## config.mk

```make
export PLATFORM = sky130hd
export DESIGN_NAME = lsr_lock_status
export DESIGN_NICKNAME = d
export VERILOG_FILES = /design/src/common/lsr_pkg.sv /design/src/hdl/lsr_lock_status.sv
export SDC_FILE = /design/constraint.sdc
export NUM_CORES = 1
export LEC_CHECK = 0
export ABC_AREA = 1
export BUFFER_PORTS_ARGS = -buffer_cell sky130_fd_sc_hd__buf_2
export CAP_MARGIN = 20
export CORE_AREA = 2 2 131 184
export CTS_BUF_LIST = sky130_fd_sc_hd__clkbuf_2 sky130_fd_sc_hd__clkbuf_4 sky130_fd_sc_hd__clkbuf_8
export CTS_CLUSTER_DIAMETER = 150
export DETAILED_ROUTE_END_ITERATION = 7
export DIE_AREA = 0 0 133 186
export GPL_TIMING_DRIVEN = 0
export PLACE_DENSITY = 0.49
export SYNTH_ARGS = -nofsm -noshare
export SYNTH_HDL_FRONTEND = slang
export SYNTH_SLANG_ARGS = --single-unit
```

## constraint.sdc

```tcl
create_clock -name sys_clk_i -period 2 [get_ports sys_clk_i]
set_clock_uncertainty 0.2 [all_clocks]
set_input_delay 0.2 -clock sys_clk_i [delete_from_list [all_inputs] [get_ports sys_clk_i]]
set_output_delay 0.2 -clock sys_clk_i [all_outputs]
set_load 0.05 [all_outputs]
```

## src/common/lsr_pkg.sv

```systemverilog
// Purpose: Shared constants and carriers for the lock status readback and write lock block.
// Assumes: 24-bit serial frames, MSB first: read flag, two width bits, 13 address bits, 8 data bits.
// Notes: Offsets are the serial register addresses of the device.

`default_nettype none

package lsr_pkg;

   // ----------------------------------------
   // Frame layout
   // ----------------------------------------
   localparam int ADDR_W = 13;
   localparam int DATA_W = 8;
   localparam logic [4:0] CNT_HEADER_DONE = 5'h10;
   localparam logic [4:0] CNT_FRAME_DONE = 5'h18;
   localparam int HDR_RD_BIT = 15;
   localparam int FRM_RD_BIT = 23;
   localparam int FRM_ADDR_LSB = 8;

   // ----------------------------------------
   // Register offsets
   // ----------------------------------------
   localparam logic [12:0] ADDR_VCO_OPT2 = 13'h017D;
   localparam logic [12:0] ADDR_LOOP1_STAT = 13'h0182;
   localparam logic [12:0] ADDR_LOOP2_STAT = 13'h0183;
   localparam logic [12:0] ADDR_SEL_LOSS = 13'h0184;
   localparam logic [12:0] ADDR_DAC_LOW = 13'h0185;
   localparam logic [12:0] ADDR_HOLDOVER = 13'h0188;
   localparam logic [12:0] ADDR_KEY_HIGH = 13'h1FFD;
   localparam logic [12:0] ADDR_KEY_MID = 13'h1FFE;
   localparam logic [12:0] ADDR_KEY_LOW = 13'h1FFF;

   // ----------------------------------------
   // Field positions
   // ----------------------------------------
   localparam int BIT_CLEAR = 0;
   localparam int BIT_LIVE = 1;
   localparam int BIT_STICKY = 2;
   localparam int BIT_LOS0 = 0;
   localparam int BIT_LOS1 = 1;
   localparam int BIT_SEL0 = 3;
   localparam int BIT_SEL1 = 4;
   localparam int BIT_SEL2 = 5;
   localparam int BIT_DAC_HI_LSB = 6;
   localparam int BIT_DAC_HI_MSB = 7;
   localparam int BIT_HOLDOVER = 4;

   // ----------------------------------------
   // Reset values
   // ----------------------------------------
   localparam logic [7:0] KEY_HIGH_RST = 8'h00;
   localparam logic [7:0] KEY_MID_RST = 8'h00;
   localparam logic [7:0] KEY_LOW_RST = 8'h53;
   localparam logic [23:0] KEY_UNLOCK = {KEY_HIGH_RST, KEY_MID_RST, KEY_LOW_RST};
   localparam logic [9:0] DAC_RST = 10'h200;
   localparam logic [7:0] OPT2_RST = 8'h00;

   // ----------------------------------------
   // Carriers
   // ----------------------------------------
   typedef struct packed {
      logic loop1_lock_live;
      logic loop2_lock_live;
      logic ref2_selected;
      logic ref1_selected;
      logic ref0_selected;
      logic ref1_signal_lost;
      logic ref0_signal_lost;
      logic holdover_active;
      logic [9:0] holdover_dac_readback;
   } lsr_status_t;

   typedef struct packed {
      logic sclk;
      logic cs_n;
      logic sdi;
   } lsr_link_t;

   localparam lsr_link_t LINK_IDLE = '{sclk: 1'b0, cs_n: 1'b1, sdi: 1'b0};

endpackage : lsr_pkg

`default_nettype wire

```

## src/hdl/lsr_lock_status.sv

```systemverilog
// Purpose: Lock status readback, reference and holdover readback, and register write lock.
// Assumes: Serial clock, select and data arrive asynchronously and are sampled by sys_clk_i.
// Notes: Writes to addresses this block does not own are forwarded on the write port when allowed.
// Notes on behaviour
// - Loop-one sticky lost flag sets on a falling loop-one lock indicator.
// - Loop-one clear bit at one holds the sticky flag at zero.
// - Loop-two sticky lost flag sets on a falling loop-two lock indicator.
// - Loop-two clear bit at one holds its sticky flag at zero.
// - Loop-one status bit one reads the live loop-one lock level.
// - Loop-two status bit one reads the live loop-two lock level.
// - Selection register bits five to three show which reference feeds loop one.
// - Selection register bits one and zero show loss of signal on references one, zero.
// - DAC value top two bits sit in bits seven, six; low byte next register.
// - DAC readback is 512 after reset and may change once loop one locks.
// - Holdover register bit four shows whether the device is in holdover.
// - While locked, only the three key registers accept writes.
// - Key registers are write-only and read back as zero.
// - Unlocked only when key is zero, zero, 83; anything else locks.

`timescale 1ns/1ns
`default_nettype none

module lsr_lock_status (
   // Clock and reset
   input wire logic sys_clk_i,
   input wire logic reset_i,
   // Serial register interface
   input wire logic spi_sclk_i,
   input wire logic spi_cs_n_i,
   input wire logic spi_sdi_i,
   output logic spi_sdo_o,
   output logic spi_sdo_oe_n_o,
   // Indicators from the loops, input selector and holdover logic
   input wire lsr_pkg::lsr_status_t status_i,
   // Register contents and write port to the rest of the device
   output logic [7:0] vco_opt_setting_two_o,
   output logic regs_unlocked_o,
   output logic reg_wr_o,
   output logic [12:0] reg_wr_addr_o,
   output logic [7:0] reg_wr_data_o
);

   // ----------------------------------------
   // State
   // ----------------------------------------
   typedef struct packed {
      lsr_pkg::lsr_status_t stat_s1;
      lsr_pkg::lsr_status_t stat_s2;
      lsr_pkg::lsr_link_t link_s1;
      lsr_pkg::lsr_link_t link_s2;
      logic sclk_d;
      logic loop1_live_d;
      logic loop2_live_d;
      logic [4:0] bit_cnt;
      logic [23:0] shift_in;
      logic [7:0] shift_out;
      logic rd_phase;
      logic rd_load;
      logic sdo;
      logic sdo_oe_n;
      logic loop1_lost_lock_clear;
      logic loop2_lost_lock_clear;
      logic loop1_lost_lock_sticky;
      logic loop2_lost_lock_sticky;
      logic dac_track;
      logic [9:0] dac;
      logic [7:0] opt2;
      logic [23:0] key;
      logic unlocked;
      logic wr;
      logic [12:0] wr_addr;
      logic [7:0] wr_data;
   } lsr_state_t;

   localparam lsr_state_t STATE_RST = '{
      link_s1: lsr_pkg::LINK_IDLE,
      link_s2: lsr_pkg::LINK_IDLE,
      sdo_oe_n: 1'b1,
      dac: lsr_pkg::DAC_RST,
      opt2: lsr_pkg::OPT2_RST,
      key: lsr_pkg::KEY_UNLOCK,
      unlocked: 1'b1,
      default: '0
   };

   lsr_state_t s_r;
   lsr_state_t s_nxt;

   // ----------------------------------------
   // Readback
   // ----------------------------------------
   function automatic logic [7:0] read_byte(input lsr_state_t st, input logic [12:0] addr);
      logic [7:0] b;
      b = '0;
      unique case (addr)
         lsr_pkg::ADDR_VCO_OPT2: b = st.opt2;
         lsr_pkg::ADDR_LOOP1_STAT: begin
            b[lsr_pkg::BIT_CLEAR] = st.loop1_lost_lock_clear;
            b[lsr_pkg::BIT_LIVE] = st.stat_s2.loop1_lock_live;
            b[lsr_pkg::BIT_STICKY] = st.loop1_lost_lock_sticky;
         end
         lsr_pkg::ADDR_LOOP2_STAT: begin
            b[lsr_pkg::BIT_CLEAR] = st.loop2_lost_lock_clear;
            b[lsr_pkg::BIT_LIVE] = st.stat_s2.loop2_lock_live;
            b[lsr_pkg::BIT_STICKY] = st.loop2_lost_lock_sticky;
         end
         lsr_pkg::ADDR_SEL_LOSS: begin
            b[lsr_pkg::BIT_SEL2] = st.stat_s2.ref2_selected;
            b[lsr_pkg::BIT_SEL1] = st.stat_s2.ref1_selected;
            b[lsr_pkg::BIT_SEL0] = st.stat_s2.ref0_selected;
            b[lsr_pkg::BIT_LOS1] = st.stat_s2.ref1_signal_lost;
            b[lsr_pkg::BIT_LOS0] = st.stat_s2.ref0_signal_lost;
            b[lsr_pkg::BIT_DAC_HI_MSB:lsr_pkg::BIT_DAC_HI_LSB] = st.dac[9:8];
         end
         lsr_pkg::ADDR_DAC_LOW: b = st.dac[7:0];
         lsr_pkg::ADDR_HOLDOVER: b[lsr_pkg::BIT_HOLDOVER] = st.stat_s2.holdover_active;
         default: b = '0;
      endcase
      return b;
   endfunction : read_byte

   // ----------------------------------------
   // Next state
   // ----------------------------------------
   always_comb begin
      logic sclk_rise;
      logic sclk_fall;
      logic [4:0] cnt_inc;
      logic [12:0] waddr;
      logic [7:0] wdata;
      logic key_addr;
      sclk_rise = 1'b0;
      sclk_fall = 1'b0;
      cnt_inc = '0;
      waddr = '0;
      wdata = '0;
      key_addr = 1'b0;
      s_nxt = s_r;
      s_nxt.stat_s1 = status_i;
      s_nxt.stat_s2 = s_r.stat_s1;
      s_nxt.link_s1 = '{sclk: spi_sclk_i, cs_n: spi_cs_n_i, sdi: spi_sdi_i};
      s_nxt.link_s2 = s_r.link_s1;
      s_nxt.sclk_d = s_r.link_s2.sclk;
      s_nxt.loop1_live_d = s_r.stat_s2.loop1_lock_live;
      s_nxt.loop2_live_d = s_r.stat_s2.loop2_lock_live;
      s_nxt.wr = 1'b0;
      s_nxt.rd_load = 1'b0;
      sclk_rise = s_r.link_s2.sclk & ~s_r.sclk_d;
      sclk_fall = ~s_r.link_s2.sclk & s_r.sclk_d;
      cnt_inc = s_r.bit_cnt + 5'h01;

      // Frame capture; the select going high aborts any partial frame.
      if (s_r.link_s2.cs_n) begin
         s_nxt.bit_cnt = '0;
         s_nxt.rd_phase = 1'b0;
         s_nxt.sdo_oe_n = 1'b1;
      end else if (sclk_rise && s_r.bit_cnt != lsr_pkg::CNT_FRAME_DONE) begin
         s_nxt.shift_in = {s_r.shift_in[22:0], s_r.link_s2.sdi};
         s_nxt.bit_cnt = cnt_inc;
         if (cnt_inc == lsr_pkg::CNT_HEADER_DONE && s_nxt.shift_in[lsr_pkg::HDR_RD_BIT]) begin
            s_nxt.shift_out = read_byte(s_r, s_nxt.shift_in[12:0]);
            s_nxt.rd_phase = 1'b1;
            s_nxt.rd_load = 1'b1;
         end
         if (cnt_inc == lsr_pkg::CNT_FRAME_DONE && !s_nxt.shift_in[lsr_pkg::FRM_RD_BIT]) begin
            waddr = s_nxt.shift_in[lsr_pkg::FRM_ADDR_LSB +: lsr_pkg::ADDR_W];
            wdata = s_nxt.shift_in[7:0];
            key_addr = waddr == lsr_pkg::ADDR_KEY_HIGH || waddr == lsr_pkg::ADDR_KEY_MID
               || waddr == lsr_pkg::ADDR_KEY_LOW;
            if (s_r.unlocked || key_addr) begin
               unique case (waddr)
                  lsr_pkg::ADDR_VCO_OPT2: s_nxt.opt2 = wdata;
                  lsr_pkg::ADDR_LOOP1_STAT: s_nxt.loop1_lost_lock_clear = wdata[lsr_pkg::BIT_CLEAR];
                  lsr_pkg::ADDR_LOOP2_STAT: s_nxt.loop2_lost_lock_clear = wdata[lsr_pkg::BIT_CLEAR];
                  lsr_pkg::ADDR_SEL_LOSS, lsr_pkg::ADDR_DAC_LOW, lsr_pkg::ADDR_HOLDOVER: begin
                  end
                  lsr_pkg::ADDR_KEY_HIGH: s_nxt.key[23:16] = wdata;
                  lsr_pkg::ADDR_KEY_MID: s_nxt.key[15:8] = wdata;
                  lsr_pkg::ADDR_KEY_LOW: s_nxt.key[7:0] = wdata;
                  default: begin
                     s_nxt.wr = 1'b1;
                     s_nxt.wr_addr = waddr;
                     s_nxt.wr_data = wdata;
                  end
               endcase
            end
         end
      end else if (sclk_fall && s_r.rd_phase) begin
         // Read data changes on the falling edge so it is stable at the host's rising edge.
         s_nxt.sdo = s_r.shift_out[7];
         s_nxt.shift_out = {s_r.shift_out[6:0], 1'b0};
         s_nxt.sdo_oe_n = 1'b0;
      end

      // Sticky lost-lock flags; a held clear wins over a falling edge.
      if (s_nxt.loop1_lost_lock_clear) begin
         s_nxt.loop1_lost_lock_sticky = 1'b0;
      end else if (s_r.loop1_live_d && !s_r.stat_s2.loop1_lock_live) begin
         s_nxt.loop1_lost_lock_sticky = 1'b1;
      end
      if (s_nxt.loop2_lost_lock_clear) begin
         s_nxt.loop2_lost_lock_sticky = 1'b0;
      end else if (s_r.loop2_live_d && !s_r.stat_s2.loop2_lock_live) begin
         s_nxt.loop2_lost_lock_sticky = 1'b1;
      end

      // DAC readback stays at its reset value until loop one first locks.
      if (s_r.stat_s2.loop1_lock_live) begin
         s_nxt.dac_track = 1'b1;
      end
      if (s_r.dac_track) begin
         s_nxt.dac = s_r.stat_s2.holdover_dac_readback;
      end

      s_nxt.unlocked = s_nxt.key == lsr_pkg::KEY_UNLOCK;
   end

   // ----------------------------------------
   // Registers
   // ----------------------------------------
   always_ff @(posedge sys_clk_i) begin
      if (reset_i) begin
         s_r <= STATE_RST;
      end else begin
         s_r <= s_nxt;
      end
   end

   assign spi_sdo_o = s_r.sdo;
   assign spi_sdo_oe_n_o = s_r.sdo_oe_n;
   assign vco_opt_setting_two_o = s_r.opt2;
   assign regs_unlocked_o = s_r.unlocked;
   assign reg_wr_o = s_r.wr;
   assign reg_wr_addr_o = s_r.wr_addr;
   assign reg_wr_data_o = s_r.wr_data;
endmodule : lsr_lock_status

`default_nettype wire

```

# Word level (Yosys, flattened, before mapping)
# Cells that the tools add are included.
[word_totals] register_bits=154 input_bits=23 out_inout_bits=33 elab_cells=122
[op_classes] add_sub_neg=1 n_eq_ne=20 muxes=22 bitwise=9 reduce_logical=25
[ops] operator="13-bit by 9-bit == test with 1-bit output (second input constant)" count=12
[ops] operator="24-bit 2-to-1 mux" count=4
[ops] operator="8-bit 2-to-1 mux" count=5
[ops] operator="13-bit == test (second input constant)" count=3
[ops] operator="24-bit by 7-bit == test with 1-bit output (second input constant)" count=1
[ops] operator="22-bit 2-to-1 mux" count=1
[ops] operator="5-bit == test (second input constant)" count=2
[ops] operator="10-bit 2-to-1 mux" count=1
[ops] operator="2-bit one-hot mux with 5 select lines" count=1
[ops] operator="5-bit AND reduction" count=2
[ops] operator="3-bit one-hot mux with 3 select lines" count=1
[ops] operator="9-bit OR reduction" count=1
[ops] operator="2-bit 2-to-1 mux" count=4
[ops] operator="1-bit one-hot mux with 4 select lines" count=2
[ops] operator="1-bit inverter" count=7
[ops] operator="1-bit logical AND" count=6
[ops] operator="2-bit AND reduction" count=3
[ops] operator="3-bit AND reduction" count=2
[ops] operator="2-bit OR reduction" count=3
[ops] operator="5-bit by 1-bit adder with 5-bit output (second input constant)" count=1
[ops] operator="5-bit inequality test (second input constant)" count=1
[ops] operator="5-bit OR reduction" count=1
[ops] operator="1-bit zero test" count=3
[ops] operator="1-bit logical OR" count=3
[ops] operator="5 further kinds" count=7

# Logic depth before layout (Yosys ltp)
[depth] ltp_word=9 mapped_depth=19 depth_no_buf=18

# Worst setup path after synthesis
# Ideal clock, no wire load.
[synth_path] kind="register to register" from="register s_r[106] (netlist bit)" to="register s_r, in the netlist vco_opt_setting_two_o[6]" setup_ns=0.116 arrival_time_ns=1.811 required_time_ns=1.684 setup_slack_ns=-0.127 stages_incl_launch_ff=14 n_path_buf=2 period_less_slack_ns=2.127 path_cell_list="dfxtp_1 -> inv_1 -> ha_1 -> nand2_1 -> inv_1 -> nand2_1 -> nand4_1 -> nor3_4 -> nand2_1 -> or2_1 -> buf_2 -> buf_6 -> o21ai_1 -> a21oi_1"
[synth_between] elab_chain_len=4 elab_cells_between_ends=6 classes_between="1 x add/sub; 2 x eq/ne; 3 x reduce/logical"
[synth_lines] item="from (decl)" line="lsr_lock_status.sv:86" text="lsr_state_t s_r;"
[synth_lines] item="from (signal assigned)" line="lsr_lock_status.sv:225" text="s_r <= s_nxt;"
[synth_lines] item="5-bit by 1-bit adder with 5-bit output" line="lsr_lock_status.sv:150" text="cnt_inc = s_r.bit_cnt + 5'h01;"
[synth_lines] item="5-bit == test" line="lsr_lock_status.sv:165" text="if (cnt_inc == lsr_pkg::CNT_FRAME_DONE && !s_nxt.shift_in[lsr_pkg::FRM_RD_BIT]) begin"
[synth_lines] item="1-bit logical AND" line="lsr_lock_status.sv:165"
[synth_lines] item="5-bit AND reduction (no line) (*)"
# Every way passes the cells marked *; elsewhere a longest branch is shown, timed or not.
# A chain may end at the register's enable or synchronous reset.

# Worst setup path in the final report
[layout_path] from="register s_r[107] (netlist bit)" to="register s_r, in the netlist regs_unlocked_o"
[layout_between] elab_chain_len=7 elab_cells_between_ends=9 classes_between="1 x add/sub; 3 x eq/ne; 3 x mux; 2 x reduce/logical"
[layout_lines] item="5-bit by 1-bit adder with 5-bit output" line="lsr_lock_status.sv:150"
[layout_lines] item="5-bit == test" line="lsr_lock_status.sv:165"
[layout_lines] item="1-bit logical AND" line="lsr_lock_status.sv:165"
[layout_lines] item="24-bit 2-to-1 mux" line="lsr_lock_status.sv:165"
[layout_lines] item="24-bit 2-to-1 mux (*)" line="lsr_lock_status.sv:157" text="end else if (sclk_rise && s_r.bit_cnt != lsr_pkg::CNT_FRAME_DONE) begin"
[layout_lines] item="24-bit 2-to-1 mux (*)" line="lsr_lock_status.sv:153" text="if (s_r.link_s2.cs_n) begin"
[layout_lines] item="24-bit by 7-bit == test with 1-bit output (*)" line="lsr_lock_status.sv:215" text="s_nxt.unlocked = s_nxt.key == lsr_pkg::KEY_UNLOCK;"
# Marks and branches as above.

==> metrics.md <==
| Metric | Value |
|---|---|
| Diodes inserted | 0 |
| Final setup fails | 58 |
| Slowest stage delay, CP | 410 ps |
| Vias per std cell | 4.323 |
| R2R Setup Slk | -370 ps |
| Global-route wire length before repair | 27.44 mm |
| Drt wl/cell | 13.24 µm |
| Total CTS buffers | 17 |
| Worst slew pin tran | 725.8 ps |
| Fmax | 422.2 MHz |
| CTS sink count | 154 |
| Largest net degree at the start of global routing | 17 |
| DIE HEIGHT | 186 µm |
| Die area | 24,740 µm² |
| Most Frequent Cell on Critical Path | nand2_1 |
| Clock power frac | 0.395 |
| Crit-path slowest cell | dfxtp_4 |
| Failing checks | negative setup slack |
| Syn avg cell area | 7.571 µm² |
| Register share of total power | 0.563 |
| Slew headroom | 0.5161 |
| Period utilisation layout | 1.184 |
| Max FO, Critical Path | 5 |
| WP data required | 2170 ps |
| Synth Instances | 837 |
| Net count after synthesis | 863 |
| TritonCTS clock tree | done |
| Hold WC Path Type | reg2reg |
| Total track usage | 0.1434 |
| Post-synth ARST share | 0 |
| GP Congestion | 0.8269 |
| Top Ports | 56 |
| Layout area overhead | 30.19% |
| WP data arrival | 2540 ps |
| DRT iter0 DRCs | 224 |
| Share of cells above drive strength 1 | 0.2829 |
| Overflow after GRT | 0 |
| Critical Path Source Type | flop |
| Number of port buffers | 54 |
| #FFs+latches synth | 154 |
| Post-synth EDFFs | 0 |
| RSZ-0062 raised after global routing | true |
| Worst hold slack | 196.9 ps |
| Dpl hpwl | 12.07 mm |
| Synth warn | 0 |
| Setup WS pre-CTS | -578.9 ps |
| Vias | 5,525 |
| Floorplan die width | 133 µm |
| CP Buf/Inv Count | 1 |
| First-pass DRT Iterations | 5 |
| CTS Buffer Depth | 2 |
| Final nets | 985 |
| Fin. Hold Viols | 0 |
| P_leak | 3.563 nW |
| Starting density of the core | 0.2751 |
| Ys flop type | dfxtp_1 |
| Initial antenna violation count | 0 |
| Crit. End Element | flop |
| # DRC | 0 |
| Cells along the critical path | ha_4 -> nand3_1 -> nand2_2 -> nand2_4 -> nor3_4 -> nand2_2 -> buf_6 -> o21ai_2 -> nand2_1 -> nor2_1 -> nand2_1 -> nor2_1 -> nand3_1 -> nand2_1 |
| Root buf cell | clkbuf_8 |
| Critical path type | reg2reg |
| MaxCap Viol Count | 0 |
| DRT antenna net count | 0 |
| Core footprint | 23,040 µm² |
| Final slew viol count | 0 |
| P_int | 4.266 mW |
| H-tree depth | 4 |
| Sequential area share after synthesis | 0.4865 |
| Minimum clock period | 2369 ps |
| Sw Pwr | 1.331 mW |
| Synth cell types | 38 |
| Status | complete, but fails checks |
| Power per Cell Area | 678.4 nW/µm² |
| Number of core rows | 66 |
| Worst setup margin | -368.6 ps |
| Maximum VDD drop | 0.4319 mV |
| Vias in the first global route | 5,305 |
| Synthesized area | 6337 µm² |
| Total Routed Length | 16.92 mm |
| Reg clk slew, reported paths | 90 ps |
| Cell type group with the largest total delay on the critical path | simple AND/OR/NAND/NOR gates |
| Comb power frac | 0.043 |
| Sw frac | 0.2378 |
| Worst skew pair latency | 450 ps |
registers in the layout (all words and copies together) (netlist names):
register / flops
reg_wr_addr_o: 13
reg_wr_data_o: 8
reg_wr_o: 1
regs_unlocked_o: 1
s_nxt: 24
s_r: 97
spi_sdo_o: 1
spi_sdo_oe_n_o: 1
vco_opt_setting_two_o: 8
final timing paths:
path / from / endpoint / cells after the start
min: s_nxt[120] / s_r[120] / 2
max: s_r[107] / regs_unlocked_o / 14
min reg2reg: s_nxt[120] / s_r[120] / 2
max reg2reg: s_r[107] / regs_unlocked_o / 14
power groups by stage:
| stage | clock network (mW) | registers, mW | logic [mW] |
|---|---|---|---|
| finish | 2.21 | 3.15 | 0.239 |
| global route | 2.42 | 3.16 | 0.273 |
| CTS | 2.28 | 3.15 | 0.238 |
| detailed placement | 0 | 3.22 | 0.203 |
| global placement | 0 | 3.22 | 0.203 |
| floorplan | 0 | 3.21 | 0.127 |
cell usage after synthesis (4+ instances only):
master,instances,share of area
inv_1,121,0.072
clkbuf_1,23,0.014
nor2_1,143,0.085
nand3_1,30,0.024
inv_2,6,0.0036
o21ai_2,4,0.0055
nand2_1,95,0.056
buf_6,4,0.0071
o21ai_1,25,0.020
o22ai_1,9,0.0089
dfxtp_1,154,0.49
o21ai_0,60,0.047
buf_2,7,0.0055
nand4_1,18,0.018
buf_4,30,0.036
nand2_2,8,0.0079
a21oi_1,65,0.051
nor3_1,4,0.0032
cells in the final DEF (no fill, tap or decap), types with 4 or more instances in the layout:
master	count
buf_2	55
nor3_1	4
clkinvlp_4	5
a21oi_1	56
buf_4	52
clkinv_2	4
buf_6	12
dfxtp_1	147
dfxtp_2	5
o21ai_1	24
nand2_1	77
inv_2	6
o21ai_2	10
nor2_1	119
nand4_1	18
nand3_2	4
o22ai_1	9
inv_4	6
o21ai_0	52
nand2_2	23
dlygate4sd3_1	21
clkbuf_1	18
a21oi_2	9
nor2_4	10
nand3_1	28
inv_1	114
clkbuf_8	18
nor2_2	19
worst min-delay path, cell delays in order, from the launching register on:
cell     delay [ps]
dfxtp_1         300
inv_1            40
nor2_1           30
logic make-up after synthesis:
group / after synthesis / synth area share
compound gates: 170 / 0.1425
fa+ha+maj: 3 / 0.005924
buf+inv: 192 / 0.1376
flops: 154 / 0.4865
simple gates: 318 / 0.2274
layout make-up:
cell class                 count  area, µm²
clock buffer                  21      270.3
fill                        2456      14790
multi-input combinational    492       2715
inverter                     127      495.5
clock inverter                11      97.59
tap                          306      382.9
timing repair buffer         103      748.2
buffer                        64      444.2
sequential                   154       3097
timing repair:
action / 4_1_cts / 5_1_grt
cloned: 4 / 1
hold buffers: 21 / 0
endpoints found under the hold margin: 21 / 0
pin swaps: 19 / 26
gates resized for setup: 75 / 62
setup buffers: 16 / 8
setup endpoints to repair: 77 / 93
metal layers:
metal / GRT usage / vias up / wire [µm]
li1: - / 2884 / -
met5: 0 / - / 0
met4: 0.05849 / 0 / 345
met3: 0.03050 / 22 / 578
met1: 0.1630 / 2508 / 7350
met2: 0.2605 / 111 / 8643
per-stage QoR:
step	std cells	power [mW]	cell area, µm²	setup TNS [ps]	util
global route	1278	5.845	8250	-18980	0.3581
floorplan	837	3.339	6349	-369.1	-
global placement	1197	3.423	7002	-27660	0.3039
CTS	1269	5.670	7963	-7915	0.3456
detailed placement	1197	3.424	7002	-27300	0.3039
finish	1278	5.597	8250	-10390	0.3581
(Power assumes the default switching activity.)
